### src/rtl/clc_pkg.sv
/*
 * Shared constants and types for the logic cell cluster: cell configuration
 * word layout, cluster control lines, register map and bus carriers.
 * Assumes a single 40 MHz system clock and an APB master in the same domain.
 */
`default_nettype none

package clc_pkg;

	// ----------------------------------------------------------------
	// geometry
	// ----------------------------------------------------------------
	localparam int CLC_NCELL = 10;
	localparam int CLC_NDATA = 4;
	localparam int CLC_HALF_START = 12;
	localparam int CLC_CLK_MHZ = 40;

	// ----------------------------------------------------------------
	// cell configuration
	// ----------------------------------------------------------------
	typedef enum logic [1:0] {
		CLC_NORMAL = 2'b00,
		CLC_ARITH = 2'b01,
		CLC_COUNTER = 2'b10
	} clc_mode_t;

	typedef enum logic [1:0] {
		CLC_FF_D = 2'b00,
		CLC_FF_T = 2'b01,
		CLC_FF_JK = 2'b10,
		CLC_FF_SR = 2'b11
	} clc_ff_t;

	// lut[31:16] mode[15:14] ff[13:12] carry_sel[11] casc_en[10]
	// casc_or[9] bypass[8] fb_carry[7] ce_en[6] spare[5:0]
	typedef struct packed {
		logic [15:0] lut;
		clc_mode_t mode;
		clc_ff_t ff;
		logic carry_sel;
		logic casc_en;
		logic casc_or;
		logic bypass;
		logic fb_carry;
		logic ce_en;
		logic [5:0] spare;
	} clc_cell_cfg_t;

	localparam logic [31:0] CLC_CFG_RST = 32'h0000_0000;

	typedef struct packed {
		logic clk_en;
		logic aclr_n;
		logic sclr;
		logic sload;
	} clc_ctl_t;

	// ----------------------------------------------------------------
	// register map
	// ----------------------------------------------------------------
	localparam logic [7:0] CLC_CFG0_ADDR = 8'h00;
	localparam logic [7:0] CLC_CTRL_ADDR = 8'h28;
	localparam logic [7:0] CLC_STAT_ADDR = 8'h2c;
	localparam int CLC_CTRL_W = 3;
	localparam int CLC_CTRL_LOCAL = 0;
	localparam int CLC_CTRL_DCLR_EN = 1;
	localparam int CLC_CTRL_RUN = 2;
	localparam logic [2:0] CLC_CTRL_RST = 3'h0;

	typedef struct packed {
		logic psel;
		logic penable;
		logic pwrite;
		logic [7:0] paddr;
		logic [31:0] pwdata;
	} clc_apb_req_t;

	typedef struct packed {
		logic pready;
		logic pslverr;
		logic [31:0] prdata;
	} clc_apb_rsp_t;

endpackage : clc_pkg

`default_nettype wire

### src/rtl/clc_logic_cell.sv
/*
 * One logic cell: four-input lookup table, programmable flipflop, carry and
 * cascade stages, three operating modes.
 * Assumes its configuration is static while the cluster runs and that the
 * cluster supplies shared control lines in the same clock domain.
 */
`timescale 1ns/1ps
`default_nettype none

module clc_logic_cell #(
	parameter bit FB_CAPABLE = 1'b0
) (
	// clock and reset
	input wire logic clk_sys_i,
	input wire logic rst_n_i,
	// configuration and cluster controls
	input wire clc_pkg::clc_cell_cfg_t cfg_i,
	input wire clc_pkg::clc_ctl_t ctl_i,
	// data and chain inputs
	input wire logic [3:0] data_i,
	input wire logic carry_in_i,
	input wire logic casc_in_i,
	// outputs
	output logic local_o,
	output logic global_o,
	output logic carry_o,
	output logic casc_o
);
	import clc_pkg::*;

	typedef struct packed {
		logic ff;
	} clc_cell_st_t;

	clc_cell_st_t s_q;
	clc_cell_st_t s_d;
	logic cin;
	logic lut_o;
	logic comb;
	logic nxt;
	logic ce;

	always_comb begin
		s_d = s_q;
		cin = (FB_CAPABLE && cfg_i.fb_carry) ? s_q.ff : carry_in_i;
		lut_o = 1'b0;
		carry_o = 1'b0;
		ce = ctl_i.clk_en;
		case (cfg_i.mode)
			CLC_NORMAL: begin
				// extra top cell of an adder takes carry in here
				lut_o = cfg_i.lut[{data_i[3], cfg_i.carry_sel ? cin : data_i[2],
					data_i[1], data_i[0]}];
			end
			CLC_ARITH: begin
				lut_o = cfg_i.lut[{1'b0, cin, data_i[1], data_i[0]}];
				carry_o = cfg_i.lut[{1'b1, cin, data_i[1], data_i[0]}];
			end
			CLC_COUNTER: begin
				lut_o = cfg_i.lut[{1'b0, cin, data_i[1], s_q.ff}];
				carry_o = cfg_i.lut[{1'b1, cin, data_i[1], s_q.ff}];
				if (!FB_CAPABLE && cfg_i.ce_en) begin
					ce = ctl_i.clk_en & data_i[0];
				end
			end
			default: begin
				lut_o = 1'b0;
			end
		endcase
		// or-type is the inverted and-gate, equivalent at this level
		if (cfg_i.casc_en) begin
			comb = cfg_i.casc_or ? (lut_o | casc_in_i) : (lut_o & casc_in_i);
		end else begin
			comb = lut_o;
		end
		casc_o = comb;
		case (cfg_i.ff)
			CLC_FF_D: nxt = comb;
			CLC_FF_T: nxt = s_q.ff ^ comb;
			CLC_FF_JK: nxt = (comb & ~s_q.ff) | (~data_i[3] & s_q.ff);
			CLC_FF_SR: nxt = comb | (~data_i[3] & s_q.ff);
			default: nxt = comb;
		endcase
		if (!ctl_i.aclr_n) begin
			s_d.ff = 1'b0;
		end else if (ce) begin
			if (ctl_i.sclr) begin
				s_d.ff = 1'b0;
			end else if (ctl_i.sload) begin
				s_d.ff = data_i[2];
			end else begin
				s_d.ff = nxt;
			end
		end
		// an or-type cascade cannot hand its result through the register
		local_o = (cfg_i.bypass || cfg_i.casc_or) ? comb : s_q.ff;
		global_o = local_o;
	end

	always_ff @(posedge clk_sys_i or negedge rst_n_i) begin
		if (!rst_n_i) begin
			s_q <= '0;
		end else begin
			s_q <= s_d;
		end
	end
endmodule : clc_logic_cell

`default_nettype wire

### src/rtl/clc_cell_cluster.sv
/*
 * Cell cluster: ten logic cells, their carry and cascade chain links,
 * shared control lines and an APB register file holding every cell's
 * configuration.
 * Assumes the APB master, the general routing and neighbouring clusters all
 * run on clk_sys_i; only the device-wide clear arrives from a pin.
 */
// The APB slave port and the register addresses were left to the implementer.
`timescale 1ns/1ps
`default_nettype none

module clc_cell_cluster #(
	parameter int CLUSTER_POS = 1,
	parameter int HALF_START = clc_pkg::CLC_HALF_START
) (
	// clock and reset
	input wire logic clk_sys_i,
	input wire logic rst_b_i,
	// register bus
	input wire clc_pkg::clc_apb_req_t apb_req_i,
	output var clc_pkg::clc_apb_rsp_t apb_rsp_o,
	// global control lines
	input wire logic glb_clk_en_i,
	input wire logic glb_aclr_n_i,
	input wire logic device_wide_clear_n_i,
	// cell inputs from local interconnect
	input wire logic [clc_pkg::CLC_NCELL-1:0][3:0] cell_data_i,
	// chain links from the cluster two places lower
	input wire logic carry_in_i,
	input wire logic casc_in_i,
	// chain links toward the cluster two places higher
	output logic carry_out_o,
	output logic casc_out_o,
	// cell outputs
	output logic [clc_pkg::CLC_NCELL-1:0] local_out_o,
	output logic [clc_pkg::CLC_NCELL-1:0] global_out_o
);
	import clc_pkg::*;

	// ----------------------------------------------------------------
	// state
	// ----------------------------------------------------------------
	typedef struct packed {
		clc_cell_cfg_t [CLC_NCELL-1:0] cfg;
		logic [CLC_CTRL_W-1:0] ctrl;
		logic [31:0] prdata;
		logic pslverr;
		logic [1:0] dclr_sync;
	} clc_clu_st_t;

	clc_clu_st_t s_q;
	clc_clu_st_t s_d;
	logic [1:0] rst_sync_q;
	logic rst_n;

	// ----------------------------------------------------------------
	// helpers
	// ----------------------------------------------------------------
	function automatic logic addr_ok(input logic [7:0] a);
		return (a[1:0] == 2'b00) && (a <= CLC_STAT_ADDR);
	endfunction : addr_ok

	function automatic logic is_cfg(input logic [7:0] a);
		return (a[1:0] == 2'b00) && (a < CLC_CTRL_ADDR);
	endfunction : is_cfg

	// identity of the chain operator, so a cut chain is transparent
	function automatic logic casc_neutral(input clc_cell_cfg_t c);
		return !c.casc_or;
	endfunction : casc_neutral

	// clusters with no same-parity predecessor in their row half
	// start a fresh chain; the row wiring itself skips one cluster
	localparam bit CHAIN_HEAD = (CLUSTER_POS <= 2) ||
		(CLUSTER_POS == HALF_START) || (CLUSTER_POS == HALF_START + 1);

	// ----------------------------------------------------------------
	// reset release
	// ----------------------------------------------------------------
	always_ff @(posedge clk_sys_i or negedge rst_b_i) begin
		if (!rst_b_i) begin
			rst_sync_q <= 2'b00;
		end else begin
			rst_sync_q <= {rst_sync_q[0], 1'b1};
		end
	end

	assign rst_n = rst_sync_q[1];

	// ----------------------------------------------------------------
	// cells and chain wiring
	// ----------------------------------------------------------------
	logic [CLC_NCELL-1:0] loc;
	logic [CLC_NCELL-1:0] glb;
	logic [CLC_NCELL-1:0] cry;
	logic [CLC_NCELL-1:0] csc;
	logic [CLC_NCELL-1:0] cin_w;
	logic [CLC_NCELL-1:0] csin_w;
	clc_cell_cfg_t [CLC_NCELL-1:0] cfg_eff;
	clc_ctl_t ctl;
	logic dclr_act;
	logic wr_fire;
	logic run;

	always_comb begin
		cfg_eff = s_q.cfg;
		cfg_eff[0].casc_en = 1'b0;
		cin_w = '0;
		csin_w = '0;
		cin_w[0] = 1'b0;
		csin_w[0] = 1'b1;
		if (CHAIN_HEAD) begin
			cin_w[1] = 1'b0;
			csin_w[1] = casc_neutral(s_q.cfg[1]);
		end else begin
			cin_w[1] = carry_in_i;
			csin_w[1] = casc_in_i;
		end
		for (int i = 2; i < CLC_NCELL; i++) begin
			cin_w[i] = cry[i-1];
			csin_w[i] = csc[i-1];
		end
	end

	for (genvar g = 0; g < CLC_NCELL; g++) begin : g_cell
		clc_logic_cell #(
			.FB_CAPABLE(g == 1)
		) u_cell (
			.clk_sys_i(clk_sys_i),
			.rst_n_i(rst_n),
			.cfg_i(cfg_eff[g]),
			.ctl_i(ctl),
			.data_i(cell_data_i[g]),
			.carry_in_i(cin_w[g]),
			.casc_in_i(csin_w[g]),
			.local_o(loc[g]),
			.global_o(glb[g]),
			.carry_o(cry[g]),
			.casc_o(csc[g])
		);
	end

	// top carry goes to the next chain; an adder's final carry is
	// instead read by a normal-mode cell with carry_sel set
	assign carry_out_o = cry[CLC_NCELL-1];
	assign casc_out_o = csc[CLC_NCELL-1];
	assign local_out_o = loc;
	assign global_out_o = glb;

	// ----------------------------------------------------------------
	// cluster control lines
	// ----------------------------------------------------------------
	assign dclr_act = s_q.ctrl[CLC_CTRL_DCLR_EN] && !s_q.dclr_sync[1];

	always_comb begin
		if (s_q.ctrl[CLC_CTRL_LOCAL]) begin
			ctl.clk_en = cell_data_i[0][0];
			ctl.aclr_n = cell_data_i[0][1];
			ctl.sclr = cell_data_i[0][2];
			ctl.sload = cell_data_i[0][3];
		end else begin
			ctl.clk_en = glb_clk_en_i;
			ctl.aclr_n = glb_aclr_n_i;
			ctl.sclr = 1'b0;
			ctl.sload = 1'b0;
		end
		if (dclr_act) begin
			ctl.aclr_n = 1'b0;
		end
	end

	// ----------------------------------------------------------------
	// register file
	// ----------------------------------------------------------------
	assign run = s_q.ctrl[CLC_CTRL_RUN];
	assign wr_fire = apb_req_i.psel && apb_req_i.penable && apb_req_i.pwrite;

	always_comb begin
		s_d = s_q;
		s_d.dclr_sync = {s_q.dclr_sync[0], device_wide_clear_n_i};
		// read data is taken in the setup phase so it comes from flops
		if (apb_req_i.psel && !apb_req_i.penable) begin
			s_d.pslverr = !addr_ok(apb_req_i.paddr);
			if (is_cfg(apb_req_i.paddr)) begin
				s_d.prdata = s_q.cfg[apb_req_i.paddr[7:2]];
			end else if (apb_req_i.paddr == CLC_CTRL_ADDR) begin
				s_d.prdata = 32'(s_q.ctrl);
			end else if (apb_req_i.paddr == CLC_STAT_ADDR) begin
				s_d.prdata = 32'({csc[CLC_NCELL-1], cry[CLC_NCELL-1], loc});
			end else begin
				s_d.prdata = 32'h0000_0000;
			end
		end
		if (wr_fire && !s_q.pslverr) begin
			if (apb_req_i.paddr == CLC_CTRL_ADDR) begin
				s_d.ctrl = apb_req_i.pwdata[CLC_CTRL_W-1:0];
			end else if (is_cfg(apb_req_i.paddr) && !run) begin
				s_d.cfg[apb_req_i.paddr[7:2]] = apb_req_i.pwdata;
			end
		end
	end

	always_ff @(posedge clk_sys_i or negedge rst_n) begin
		if (!rst_n) begin
			s_q.cfg <= {CLC_NCELL{CLC_CFG_RST}};
			s_q.ctrl <= CLC_CTRL_RST;
			s_q.prdata <= 32'h0000_0000;
			s_q.pslverr <= 1'b0;
			s_q.dclr_sync <= 2'b11;
		end else begin
			s_q <= s_d;
		end
	end

	always_comb begin
		apb_rsp_o.pready = 1'b1;
		apb_rsp_o.pslverr = apb_req_i.psel && apb_req_i.penable && s_q.pslverr;
		apb_rsp_o.prdata = s_q.prdata;
	end
endmodule : clc_cell_cluster

`default_nettype wire

### config.mk
export PLATFORM = sky130hd
export DESIGN_NAME = clc_cell_cluster
export DESIGN_NICKNAME = d
export VERILOG_FILES = /design/src/rtl/clc_pkg.sv /design/src/rtl/clc_logic_cell.sv /design/src/rtl/clc_cell_cluster.sv
export SDC_FILE = /design/constraint.sdc
export NUM_CORES = 1
export LEC_CHECK = 0
export ABC_CLOCK_PERIOD_IN_PS = 11900
export CORE_AREA = 4 4 251 253
export CTS_BUF_LIST = sky130_fd_sc_hd__clkbuf_4 sky130_fd_sc_hd__clkbuf_8
export DETAILED_ROUTE_END_ITERATION = 8
export DIE_AREA = 0 0 255 257
export DONT_BUFFER_PORTS = 1
export SYNTH_ARGS = -nofsm -noshare
export SYNTH_HDL_FRONTEND = slang
export SYNTH_SLANG_ARGS = --single-unit
### constraint.sdc
create_clock -name clk_sys_i -period 11.9 [get_ports clk_sys_i]
set_input_delay 0.595 -clock clk_sys_i [delete_from_list [all_inputs] [get_ports clk_sys_i]]
set_output_delay 0.595 -clock clk_sys_i [all_outputs]
set_load 0.05 [all_outputs]
# [Word level (Yosys, flattened, before mapping)]
# Index checks and enable logic that the tools add are counted.
[classes] n_eq_ne=62 bitwise_logic=98 magnitude_cmp=52 reduce_logical=49 n_mux=232
[ops] cell="$bwmux 320" n=1
[ops] cell="$mux 1" n=146
[ops] cell="$lt 4x5->1 const B" n=28
[ops] cell="$bmux 32 s4" n=1
[ops] cell="$demux 32 s4" n=1
[ops] cell="$bmux 1 s3" n=36
[ops] cell="$mux 32" n=3
[ops] cell="$lt 3x5->1 const B" n=18
[ops] cell="$eq 2x2->1 const B" n=30
[ops] cell="$logic_not 2->1" n=21
[ops] cell="$bmux 1 s4" n=10
[ops] cell="$eq 2x1->1 const B" n=20
[ops] cell="$pmux 1 s4" n=10
[ops] cell="$and 1x1->1" n=38
[ops] cell="$pmux 1 s3" n=10
[ops] cell="$or 1x1->1" n=29
[ops] cell="$mux 12" n=2
[ops] cell="$not 1->1" n=21
[ops] cell="$ne 2x1->1 const B" n=9
[ops] cell="$pmux 1 s2" n=9
[ops] cell="$eq 8x6->1 const B" n=2
[ops] cell="$logic_and 1x1->1" n=10
[ops] cell="$logic_or 1x1->1" n=10
[ops] cell="$lt 2x5->1 const B" n=2
[ops] cell="11 further kinds" n=26
[totals] inputBits=90 wordCells=608 ff_bits=370 out_inout_bits=56

# [Depth between registers and ports, before layout]
# Gate-level depths: netlist of the first run.
[logic_depth] ltp_word=39 depth_mapped=25 depth_no_buf=24

# [By module]
# A second synthesis of the first run with hierarchy kept.
[hier_totals] cells_unflattened=1694 hier_area_um2=22084.9
[by_module_without_submodules] module="clc_cell_cluster" seq_area_each_um2=9011.1 area_per_inst_um2=16459.5 n_inst=1 cells_per_inst=1151
[by_module_without_submodules] module="clc_logic_cell at g_cell[0].u_cell ..." seq_area_each_um2=25.0 area_per_inst_um2=565.5 n_inst=9 cells_per_inst=55
[by_module_without_submodules] module="clc_logic_cell at g_cell[1].u_cell" seq_area_each_um2=25.0 area_per_inst_um2=535.5 n_inst=1 cells_per_inst=48

# [Least setup slack after synthesis of the first run]
# OpenSTA, ideal clock, no wires.
[synth_path] kind="input port to flip-flop" start="in cell_data_i[5] (netlist bit)" end="reg g_cell[9].u_cell.s_q" path_buffers=1 path_stages=21 slack_ns=5.839 arrival_ns=5.974 setup_time_ns=0.087 path_cell_list="clkbuf_1 mux4_1 mux2_2 nand3_2 a22oi_1 or4b_1 o311a_2 mux2_4 mux2i_4 mux2i_1 nand3_1 a311o_1 o221ai_2 a211oi_2 o2bb2ai_1 ha_1 nor3b_1 a21oi_1 nand2_1 a221oi_2 nor3_1"
[synth_between] elab_chain_cells=38 word_cells_on_any_way=156 classes_between="mux (134); bitwise (22)"
[synth_rtl] item="start: declaration" line_no="clc_cell_cluster.sv:27" rtl="input wire logic [clc_pkg::CLC_NCELL-1:0][3:0] cell_data_i,"
[synth_rtl] item="$bmux 1 s3, on equally long branches" line_no="clc_logic_cell.sv:61, clc_logic_cell.sv:57"
[synth_rtl] item="$mux 1, on equally long branches" line_no="clc_logic_cell.sv:61, clc_logic_cell.sv:57"
[synth_rtl] item="$pmux 1 s2" line_no="clc_logic_cell.sv:49" rtl="case (cfg_i.mode)"
[synth_rtl] item="$bmux 1 s3 (tied with other cells)" line_no="clc_logic_cell.sv:61" rtl="carry_o = cfg_i.lut[{1'b1, cin, data_i[1], s_q.ff}];"
[synth_rtl] item="$mux 1 (implied by the code) (tied with other cells)" line_no="clc_logic_cell.sv:61"
[synth_rtl] item="$pmux 1 s2 or $mux 1 (tied branches)" line_no="clc_logic_cell.sv:49, clc_logic_cell.sv:52"
[synth_rtl] item="$bmux 1 s3 (tied with other cells)" line_no="clc_logic_cell.sv:61"
[synth_rtl] item="$mux 1 (implied by the code) (tied with other cells)" line_no="clc_logic_cell.sv:61"
[synth_rtl] item="(+23 left out)"
[synth_rtl] item="named net casc_out_o" line_no="clc_cell_cluster.sv:33" rtl="output logic casc_out_o,"
[synth_rtl] item="$and 1x1->1" line_no="clc_logic_cell.sv:80" rtl="CLC_FF_JK: nxt = (comb & ~s_q.ff) | (~data_i[3] & s_q.ff);"
[synth_rtl] item="$or 1x1->1" line_no="clc_logic_cell.sv:80"
[synth_rtl] item="$pmux 1 s4 (*)" line_no="clc_logic_cell.sv:77" rtl="case (cfg_i.ff)"
[synth_rtl] item="$mux 1 (*)" line_no="clc_logic_cell.sv:89" rtl="end else if (ctl_i.sload) begin"
[synth_rtl] item="$mux 1 (*)" line_no="clc_logic_cell.sv:87" rtl="if (ctl_i.sclr) begin"
[synth_rtl] item="$mux 1 (*)" line_no="clc_logic_cell.sv:86" rtl="end else if (ce) begin"
[synth_rtl] item="$mux 1 (*)" line_no="clc_logic_cell.sv:84" rtl="if (!ctl_i.aclr_n) begin"
[synth_rtl] item="end signal: assignment" line_no="clc_logic_cell.sv:102" rtl="s_q <= '0;"
[synth_rtl] item="end signal: assignment" line_no="clc_logic_cell.sv:104" rtl="s_q <= s_d;"
[synth_rtl] item="end: declaration" line_no="clc_logic_cell.sv:35" rtl="clc_cell_st_t s_q;"
# The timed path passes the listed nets; every way through them passes the cells marked *. The select of a mux whose other input is x is not followed.
# A chain may end at the register's enable or synchronous reset.

# [Worst setup path in the final report of the first run]
[layout_path] start="reg g_cell[3].u_cell.s_q" end="out local_out_o[9] (netlist bit)"
[layout_between] elab_chain_cells=26 word_cells_on_any_way=108 classes_between="mux (94); bitwise (14)"
[layout_rtl] item="start: declaration" line_no="clc_logic_cell.sv:35"
[layout_rtl] item="start signal: assignment" line_no="clc_logic_cell.sv:102"
[layout_rtl] item="start signal: assignment" line_no="clc_logic_cell.sv:104"
[layout_rtl] item="$bmux 1 s3" line_no="clc_logic_cell.sv:61"
[layout_rtl] item="$mux 1 (implied by the code)" line_no="clc_logic_cell.sv:61"
[layout_rtl] item="$pmux 1 s2" line_no="clc_logic_cell.sv:49"
[layout_rtl] item="$bmux 1 s3 (tied with other cells)" line_no="clc_logic_cell.sv:61"
[layout_rtl] item="$mux 1 (implied by the code) (tied with other cells)" line_no="clc_logic_cell.sv:61"
[layout_rtl] item="$pmux 1 s2 or $mux 1 (tied branches)" line_no="clc_logic_cell.sv:49, clc_logic_cell.sv:52"
[layout_rtl] item="$bmux 1 s3 (tied with other cells)" line_no="clc_logic_cell.sv:61"
[layout_rtl] item="$mux 1 (implied by the code) (tied with other cells)" line_no="clc_logic_cell.sv:61"
[layout_rtl] item="(+10 left out)"
[layout_rtl] item="$mux 1 (tied with other cells)" line_no="clc_logic_cell.sv:52" rtl="lut_o = cfg_i.lut[{data_i[3], cfg_i.carry_sel ? cin : data_i[2],"
[layout_rtl] item="$bmux 1 s4 (tied with other cells)" line_no="clc_logic_cell.sv:52"
[layout_rtl] item="$mux 1, on equally long branches" line_no="clc_logic_cell.sv:52, clc_logic_cell.sv:72"
[layout_rtl] item="$pmux 1 s3 or $mux 1 (tied branches)" line_no="clc_logic_cell.sv:49, clc_logic_cell.sv:71"
[layout_rtl] item="$and 1x1->1 or $or 1x1->1 (tied branches)" line_no="clc_logic_cell.sv:72" rtl="comb = cfg_i.casc_or ? (lut_o | casc_in_i) : (lut_o & casc_in_i);"
[layout_rtl] item="$mux 1" line_no="clc_logic_cell.sv:72"
[layout_rtl] item="$mux 1 (*)" line_no="clc_logic_cell.sv:71" rtl="if (cfg_i.casc_en) begin"
[layout_rtl] item="$mux 1 (*)" line_no="clc_logic_cell.sv:96" rtl="local_o = (cfg_i.bypass || cfg_i.casc_or) ? comb : s_q.ff;"
[layout_rtl] item="end: declaration" line_no="clc_cell_cluster.sv:35" rtl="output logic [clc_pkg::CLC_NCELL-1:0] local_out_o,"
# Every way passes the cells marked *; elsewhere a longest branch is shown, timed or not. The select of a mux whose other input is x is not followed.

==> impl_results.rst, run 1 <==
.. list-table::
   :header-rows: 1

   * - Metric
     - Value
   * - Post-DR vias/cell
     - between 5 and 6
   * - GRT Resource Usage Total
     - 0.202
   * - Buffer cell driving the clock tree root
     - sky130_fd_sc_hd__clkbuf_8
   * - Critical path data required time
     - 11.31 ns
   * - Peak ir drop on the vdd network
     - approximately 0.000066 V
   * - Startpoint class of the critical path
     - flop
   * - Cell area after layout
     - 0.0236 mm^2
   * - Relative max-transition margin
     - 0.195
   * - Yosys Warn Count
     - 0
   * - Clock input transition at the sequential cells of the worst setup and hold paths
     - roughly 0.070 ns
   * - Aggregate negative setup slack
     - 0 ns
   * - Status
     - completed
   * - Synthesized flop and latch total
     - 370
   * - Pin count of the biggest net entering global routing
     - 180
   * - Post-synth top flop
     - sky130_fd_sc_hd__dfrtp_1
   * - Cell variety after synth
     - 87
   * - CTS Buffer Depth
     - 3
   * - H-tree level count
     - 3
   * - Cells on Worst Hold Path
     - 2
   * - Critical Setup Path Class
     - flop to primary output
   * - Clk_skew
     - 0.0496 ns
   * - Number of cells upsized or downsized after cts
     - 0
   * - Number of top-level design ports
     - around 150
   * - Worst min-delay path category
     - input port to flop
   * - Floorplan Core Area
     - between 0.06 and 0.07 mm^2
   * - Post-Synthesis Cells
     - roughly 1,800
   * - Switch Pwr
     - 610 uW
   * - Aggregate global routing overflow
     - 0
   * - Arrival @ worst endpoint
     - about 6.6 ns
   * - Cts bufs inserted
     - 66
   * - Gate family responsible for the most delay along the worst path
     - multiplexers
   * - Clock tree from TritonCTS
     - yes
   * - Routed Wire Length
     - approximately 67 mm
   * - Routability congestion estimate
     - ~0.96
   * - Average cell area after synthesis
     - 12.1 um^2
   * - Register-to-Register Setup Slack
     - roughly 5.5 ns
   * - Width of the chip
     - 255 um
   * - Area growth, synth to finish
     - 8.69%
   * - Final slew viol count
     - 0
   * - Max Cap Violations
     - 0
   * - Vias
     - between 15,000 and 20,000
   * - Share of layout cells above drive strength 1
     - 0.351
   * - Per-cell routed wire length
     - 26.1 um
   * - Synth async-reset ratio
     - 1.00
   * - Final setup fails
     - 0
   * - Final cycle utilization of the critical path
     - 0.608
   * - Number of global-route vias before repair
     - around 15,000
   * - Clock Power Share
     - 0.484
   * - Buffering stage count on the worst path with inverters included
     - 1
   * - Achievable clock frequency
     - around 140 MHz
   * - Sequential power share
     - 0.484
   * - Post-synth EDFFs
     - 0
   * - First-pass GRT wire length
     - approximately 100 mm
   * - Final hold violation count
     - 0
   * - Clk_lat worst skew
     - between 0.6 and 0.7 ns
   * - Pwr per Cell Area
     - roughly 110 mW/mm^2
   * - DIE AREA
     - between 0.06 and 0.07 mm^2
   * - Clock sink count
     - 370
   * - Top fanout value on the critical path
     - 7
   * - Die Y
     - 257 um
   * - CP Capture Type
     - primary output
   * - Final HPWL DP
     - slightly below 50 mm
   * - Shortest period the worst path allows
     - just over 7 ns
   * - Remaining DRCs
     - 0
   * - Number of port buffers
     - 0
   * - Sw frac
     - 0.232
   * - Crit-path max cell delay
     - ~0.65 ns
   * - Worst reg2reg path depth
     - 20
   * - Initial Utilization
     - 0.355
   * - Count of nets after finishing
     - around 1,900
   * - List of cells traversed by the critical path
     - mux4_2 -> a32o_1 -> nand2_1 -> a22oi_1 -> or4b_1 -> o311a_2 -> mux2_4 -> mux2i_4 -> mux2i_1 -> mux2_1 -> a22oi_1 -> o221ai_2 -> a211oi_2 -> nor2_1 -> a311oi_1 -> inv_1
   * - Seq/Total Area, Yosys
     - 0.427
   * - Cell count along the critical path
     - 16
   * - Comb power frac
     - 0.032
   * - Area post-placement
     - roughly 0.022 mm^2
   * - Length of the first detailed-routing pass in iterations
     - 6
   * - Internal power component
     - 2.02 mW
   * - Count of nets left with antenna violations after detail routing
     - 0
   * - Highest-delay cell along the critical path
     - sky130_fd_sc_hd__dfrtp_1
   * - Most common cell on crit path
     - sky130_fd_sc_hd__a22oi_1
   * - Setup repair after global routing missed its margin
     - no
   * - Violation count after the first detailed-route iteration
     - roughly 1,500
   * - Initial antenna violation count
     - 4
   * - Actual slew at the worst max-slew pin
     - approximately 1.2 ns
   * - Leakage
     - 10.3 nW
   * - Row count
     - 91
   * - Synthesized area
     - 0.0217 mm^2
-- stage by stage --
stage	total power [mW]	worst slack [ns]	std cells	util	hold WS [ns]
after global placement	1.38	5.26	2434	0.363	0.299
after CTS	2.65	4.56	2549	0.386	0.0178
after global routing	2.72	4.17	2550	0.386	0.0503
after floorplan	1.38	0.828	1788	-	0.299
after detailed placement	1.38	5.24	2434	0.363	0.299
final	2.63	4.66	2551	0.386	0.0594
-- cell families after synthesis --
kind of cell | after synthesis | synth area share
AND/OR/NAND/NOR | 324 | 0.0684
multiplexers | 502 | 0.332
other | 1 | 0.000173
adder cells (fa/ha/maj) | 46 | 0.0265
flip-flops | 370 | 0.427
AO/OA/AOI/OAI | 317 | 0.0972
buffers and inverters | 227 | 0.0488
-- final cells by class --
class | instances | area [um^2]
clock buffer | 105 | 1320
clock inverter | 8 | 70.1
sequential | 370 | 9270
inverter | 67 | 251
multi-input combinational | 1191 | 11500
antenna | 2 | 5.00
tap | 790 | 988
fill | 5716 | 37500
timing repair buffer | 18 | 165
-- registers in the layout, indices dropped and copies added, names as in the netlist --
register	count
apb_rsp_o	32
cfg_eff	319
g_cell.u_cell.s_q	10
rst_sync_q	2
run	1
s_d	1
s_q	5
-- routing by layer --
layer	global-route usage	vias to the layer above	wire length, um	part of all wire
li1	-	6496	-	-
met1	0.268	7944	27000	0.41
met2	0.318	583	31400	0.47
met3	0.0644	105	6470	0.097
met4	0.0623	2	1630	0.024
met5	0	-	12	0.00018
-- synthesized netlist by cell type (all sizes together), types with 5 or more instances --
| master | count | area [um^2] |
|---|---|---|
| clkbuf | 86 | 325 |
| ha | 46 | 576 |
| o22ai | 22 | 138 |
| dfrtp | 368 | 9210 |
| nand2b | 11 | 68.8 |
| a22o | 13 | 114 |
| buf | 74 | 482 |
| nand3b | 6 | 45.0 |
| mux2i | 53 | 547 |
| o211ai | 11 | 82.6 |
| o2111ai | 6 | 52.6 |
| inv | 67 | 251 |
| a211oi | 10 | 85.1 |
| a31oi | 6 | 37.5 |
| a32oi | 5 | 51.3 |
| nand3 | 16 | 85.1 |
| and2 | 8 | 50.1 |
| o31ai | 6 | 45.0 |
| a22oi | 16 | 120 |
| nor2 | 84 | 315 |
| mux4 | 140 | 3170 |
| nand2 | 143 | 539 |
| a21oi | 41 | 205 |
| mux2 | 309 | 3490 |
| and3 | 11 | 73.8 |
| o21ai | 126 | 631 |
| or2 | 6 | 40.0 |
| nor3 | 15 | 91.3 |
| o221ai | 6 | 65.1 |
-- path summary, 6_finish.rpt --
kind	start	endpoint
max	g_cell[3].u_cell.s_q	local_out_o[9]
min in group asynchronous	rst_b_i	rst_sync_q[0]
min	apb_req_i[14]	cfg_eff[46]
max reg2reg	g_cell[3].u_cell.s_q	g_cell[9].u_cell.s_q
min reg2reg	rst_sync_q[0]	rst_sync_q[1]
max in group asynchronous	rst_sync_q[1]	cfg_eff[117]
-- power groups by stage --
stage / registers, mW / clock network, mW / logic (mW)
2_1_floorplan: 1.31 / 0 / 0.0714
3_5_place_dp: 1.30 / 0 / 0.0831
5_1_grt: 1.27 / 1.36 / 0.0906
4_1_cts: 1.27 / 1.30 / 0.0839
3_3_place_gp: 1.29 / 0 / 0.0817
6_report: 1.27 / 1.27 / 0.0831
-- placed cells by master (no fill, tap or decap), types with 20 or more instances in the layout --
cell type	instances
sky130_fd_sc_hd__clkbuf_8	85
sky130_fd_sc_hd__inv_1	65
sky130_fd_sc_hd__nand2_1	142
sky130_fd_sc_hd__o22ai_1	22
sky130_fd_sc_hd__a21oi_1	39
sky130_fd_sc_hd__mux2i_1	51
sky130_fd_sc_hd__o21ai_0	118
sky130_fd_sc_hd__nor2_1	76
sky130_fd_sc_hd__dfrtp_1	367
sky130_fd_sc_hd__mux4_2	136
sky130_fd_sc_hd__clkbuf_4	20
sky130_fd_sc_hd__mux2_2	304
sky130_fd_sc_hd__ha_1	46
-- what timing repair did --
| action | in CTS | in global routing |
|---|---|---|
| endpoints found under the hold margin | 3 | 0 |
| setup buffers | 0 | 0 |
| hold buffers | 2 | 0 |
Power figures use the tool's default switching activity.
==> run 2: changes to the inputs <==
--- a/config.mk
+++ b/config.mk
@@ -5,7 +5,7 @@
 export SDC_FILE = /design/constraint.sdc
 export NUM_CORES = 1
 export LEC_CHECK = 0
-export ABC_CLOCK_PERIOD_IN_PS = 11900
+export ABC_CLOCK_PERIOD_IN_PS = 7400
 export CORE_AREA = 4 4 251 253
 export CTS_BUF_LIST = sky130_fd_sc_hd__clkbuf_4 sky130_fd_sc_hd__clkbuf_8
 export DETAILED_ROUTE_END_ITERATION = 8
==> constraint.sdc (replaced) <==
create_clock -name clk_sys_i -period 7.4 [get_ports clk_sys_i]
set_input_delay 0.37 -clock clk_sys_i [delete_from_list [all_inputs] [get_ports clk_sys_i]]
set_output_delay 0.37 -clock clk_sys_i [all_outputs]
set_load 0.05 [all_outputs]
==> run 2 against run 1 <==
  * Global-route usage rose by 0.38 points
  * Non-clock buffer count rose by 41
  * Clock-buffer cell count rose by 3
  * Clock power rose by 69%
  * Largest power group is now clock
  * Power rose by 67%
  * Critical path depth did not move
==> impl_results.rst, run 2 (same netlist as run 1, synthesis figures left out) <==
.. list-table::
   :header-rows: 1

   * - Metric
     - Value
   * - Share of layout cells above drive strength 1
     - 0.346
   * - Clk_lat worst skew
     - 0.65 ns
   * - Leading cell type in the layout, fill and taps excluded
     - sky130_fd_sc_hd__dfrtp_1
   * - H-tree level count
     - 3
   * - Number of port buffers
     - 0
   * - Relative max-transition margin
     - 0.191
   * - Final cycle utilization of the critical path
     - 0.950
   * - Clock input transition at the sequential cells of the worst setup and hold paths
     - roughly 0.06 ns
   * - Cts bufs inserted
     - 67
   * - Dpl cells
     - roughly 2,400
   * - Worst reg2reg path depth
     - 20
   * - Reg-to-reg endpoint
     - g_cell[9].u_cell.s_q
   * - GRT Resource Usage Total
     - 0.206
   * - CP Capture Type
     - primary output
   * - First-pass GRT wire length
     - 101 mm
   * - Remaining DRCs
     - 0
   * - Length of the first detailed-routing pass in iterations
     - 6
   * - Clock sink count
     - 370
   * - Routed metal-1 wirelength
     - roughly 28 mm
   * - Max Cap Violations
     - 0
   * - Aggregate negative setup slack
     - 0 ns
   * - Min-Delay Startpoint
     - apb_req_i[37]
   * - Die Y
     - 257 um
   * - Smallest hold slack
     - 0.0552 ns
   * - Status
     - completed
   * - Final slew viol count
     - 0
   * - Worst min-delay path category
     - input port to flop
   * - Peak ir drop on the vdd network
     - just under 0.00009 V
   * - Top fanout value on the critical path
     - 7
   * - Critical Setup Path Class
     - flop to primary output
   * - CTS Buffer Depth
     - 3
   * - Clock tree from TritonCTS
     - yes
   * - Number of standard cells in the layout, taps in and fillers out
     - around 2,600
   * - Pwr per Cell Area
     - around 180 mW/mm^2
   * - Leakage
     - approximately 11 nW
   * - Achievable clock frequency
     - roughly 140 MHz
   * - Count of nets left with antenna violations after detail routing
     - 0
   * - Final hold violation count
     - 0
   * - Area growth, synth to finish
     - 11.1%
   * - Critical path data required time
     - between 7 and 8 ns
   * - Total length of routed met2 wires
     - between 30 and 40 mm
   * - Width of the chip
     - 255 um
   * - Cells on Worst Hold Path
     - 2
   * - Per-cell routed wire length
     - approximately 26 um
   * - Shortest period the worst path allows
     - 7.03 ns
   * - Arrival @ worst endpoint
     - ~6.7 ns
   * - Vias
     - approximately 15,000
   * - Floorplan Core Area
     - 0.0610 mm^2
   * - Largest register FFs
     - ~320
   * - Buffer cell driving the clock tree root
     - sky130_fd_sc_hd__clkbuf_8
   * - Violation count after the first detailed-route iteration
     - 1,366
   * - Highest-count cells in the layout ignoring fill and taps
     - sky130_fd_sc_hd__dfrtp_1, sky130_fd_sc_hd__mux2_2, sky130_fd_sc_hd__nand2_1
   * - Pin count of the biggest net entering global routing
     - 165
   * - Met3 layer wire length in the routed design
     - roughly 6.3 mm
   * - Aggregate global routing overflow
     - 0
   * - Initial antenna violation count
     - 14
   * - Count of nets after finishing
     - roughly 1,900
   * - Final setup fails
     - 0
   * - DIE AREA
     - 0.0655 mm^2
   * - Routability congestion estimate
     - around 0.94
   * - Sum of internal, switching and leakage power
     - ~4.4 mW
   * - Clk_skew
     - between 0.03 and 0.04 ns
   * - Sink of the worst hold path
     - apb_rsp_o[13]
   * - Highest routed layer
     - met5
   * - Routed Wire Length
     - 67.9 mm
   * - Startpoint class of the critical path
     - flop
   * - Post-Route Utilization
     - 0.395
   * - Setup repair after global routing missed its margin
     - no
   * - Final HPWL DP
     - just under 50 mm
   * - Register-to-Register Setup Slack
     - 0.92 ns
   * - Actual slew at the worst max-slew pin
     - ~1.2 ns
   * - Initial Utilization
     - 0.355
   * - Reg2reg start
     - g_cell[3].u_cell.s_q
   * - Row count
     - 91
   * - Number of top-level design ports
     - roughly 150
   * - Post-DR vias/cell
     - 5.90
   * - Number of global-route vias before repair
     - roughly 15,000
[run 2: power by group]
part           switching, mW  total, mW  leakage, nW  internal [mW]
Combinational          0.119      0.186         4.76         0.0673
Clock                  0.905       2.15        0.781           1.24
Sequential            0.0171       2.05         4.99           2.03
[run 2: worst max-delay path by stage]
stage	start	to	depth (start not counted)	slack, ns
floorplan	rst_sync_q[1]	apb_rsp_o[0]	0	1.36
global placement	g_cell[3].u_cell.s_q	local_out_o[9]	16	1.08
detailed placement	g_cell[3].u_cell.s_q	local_out_o[9]	16	0.94
CTS	g_cell[3].u_cell.s_q	local_out_o[9]	16	0.21
global route	g_cell[3].u_cell.s_q	global_out_o[9]	16	0.07
finish	g_cell[3].u_cell.s_q	local_out_o[9]	16	0.37
[run 2: what timing repair did]
item,CTS,global route
hold buffers,43,0
endpoints found under the hold margin,349,0
buffers inserted,0,0
endpoints found under the setup margin,0,2
gates resized for setup,0,1
[run 2: worst max-delay path, cell delays in order (launching register included)]
cell and delay [ns]:
sky130_fd_sc_hd__dfrtp_1 0.64, sky130_fd_sc_hd__mux4_2 0.56, sky130_fd_sc_hd__a32oi_1 0.30, sky130_fd_sc_hd__or2_1 0.18, sky130_fd_sc_hd__a22oi_1 0.18, sky130_fd_sc_hd__or4b_1 0.57
sky130_fd_sc_hd__o311a_2 0.20, sky130_fd_sc_hd__mux2_4 0.38, sky130_fd_sc_hd__mux2i_4 0.26, sky130_fd_sc_hd__mux2i_1 0.58, sky130_fd_sc_hd__mux2_1 0.39, sky130_fd_sc_hd__a22oi_1 0.24
sky130_fd_sc_hd__o221ai_2 0.23, sky130_fd_sc_hd__a211oi_2 0.29, sky130_fd_sc_hd__nor2_1 0.09, sky130_fd_sc_hd__a311oi_1 0.54, sky130_fd_sc_hd__inv_2 0.38
[run 2: final cells by class]
type	instances	area (um^2)
Inverter	67	251
Tap cell	790	988
Antenna cell	9	22.5
Clock buffer	108	1370
Multi-Input combinational cell	1191	11500
Timing Repair Buffer	59	563
Sequential cell	370	9270
Clock inverter	13	135
Fill cell	5707	36900
[run 2: routing by layer]
metal | vias to the layer above | GRT usage
met5 | - | 0
met4 | 12 | 0.0700
met3 | 116 | 0.0651
met2 | 601 | 0.322
met1 | 8027 | 0.272
li1 | 6616 | -
[run 2: per-stage QoR]
stage / worst slack [ns] / area [um^2]
2_1_floorplan: 1.36 / 21700
3_5_place_dp: 0.942 / 22200
4_1_cts: 0.206 / 24100
5_1_grt: 0.0687 / 24100
6_report: 0.370 / 24100
3_3_place_gp: 1.08 / 22200
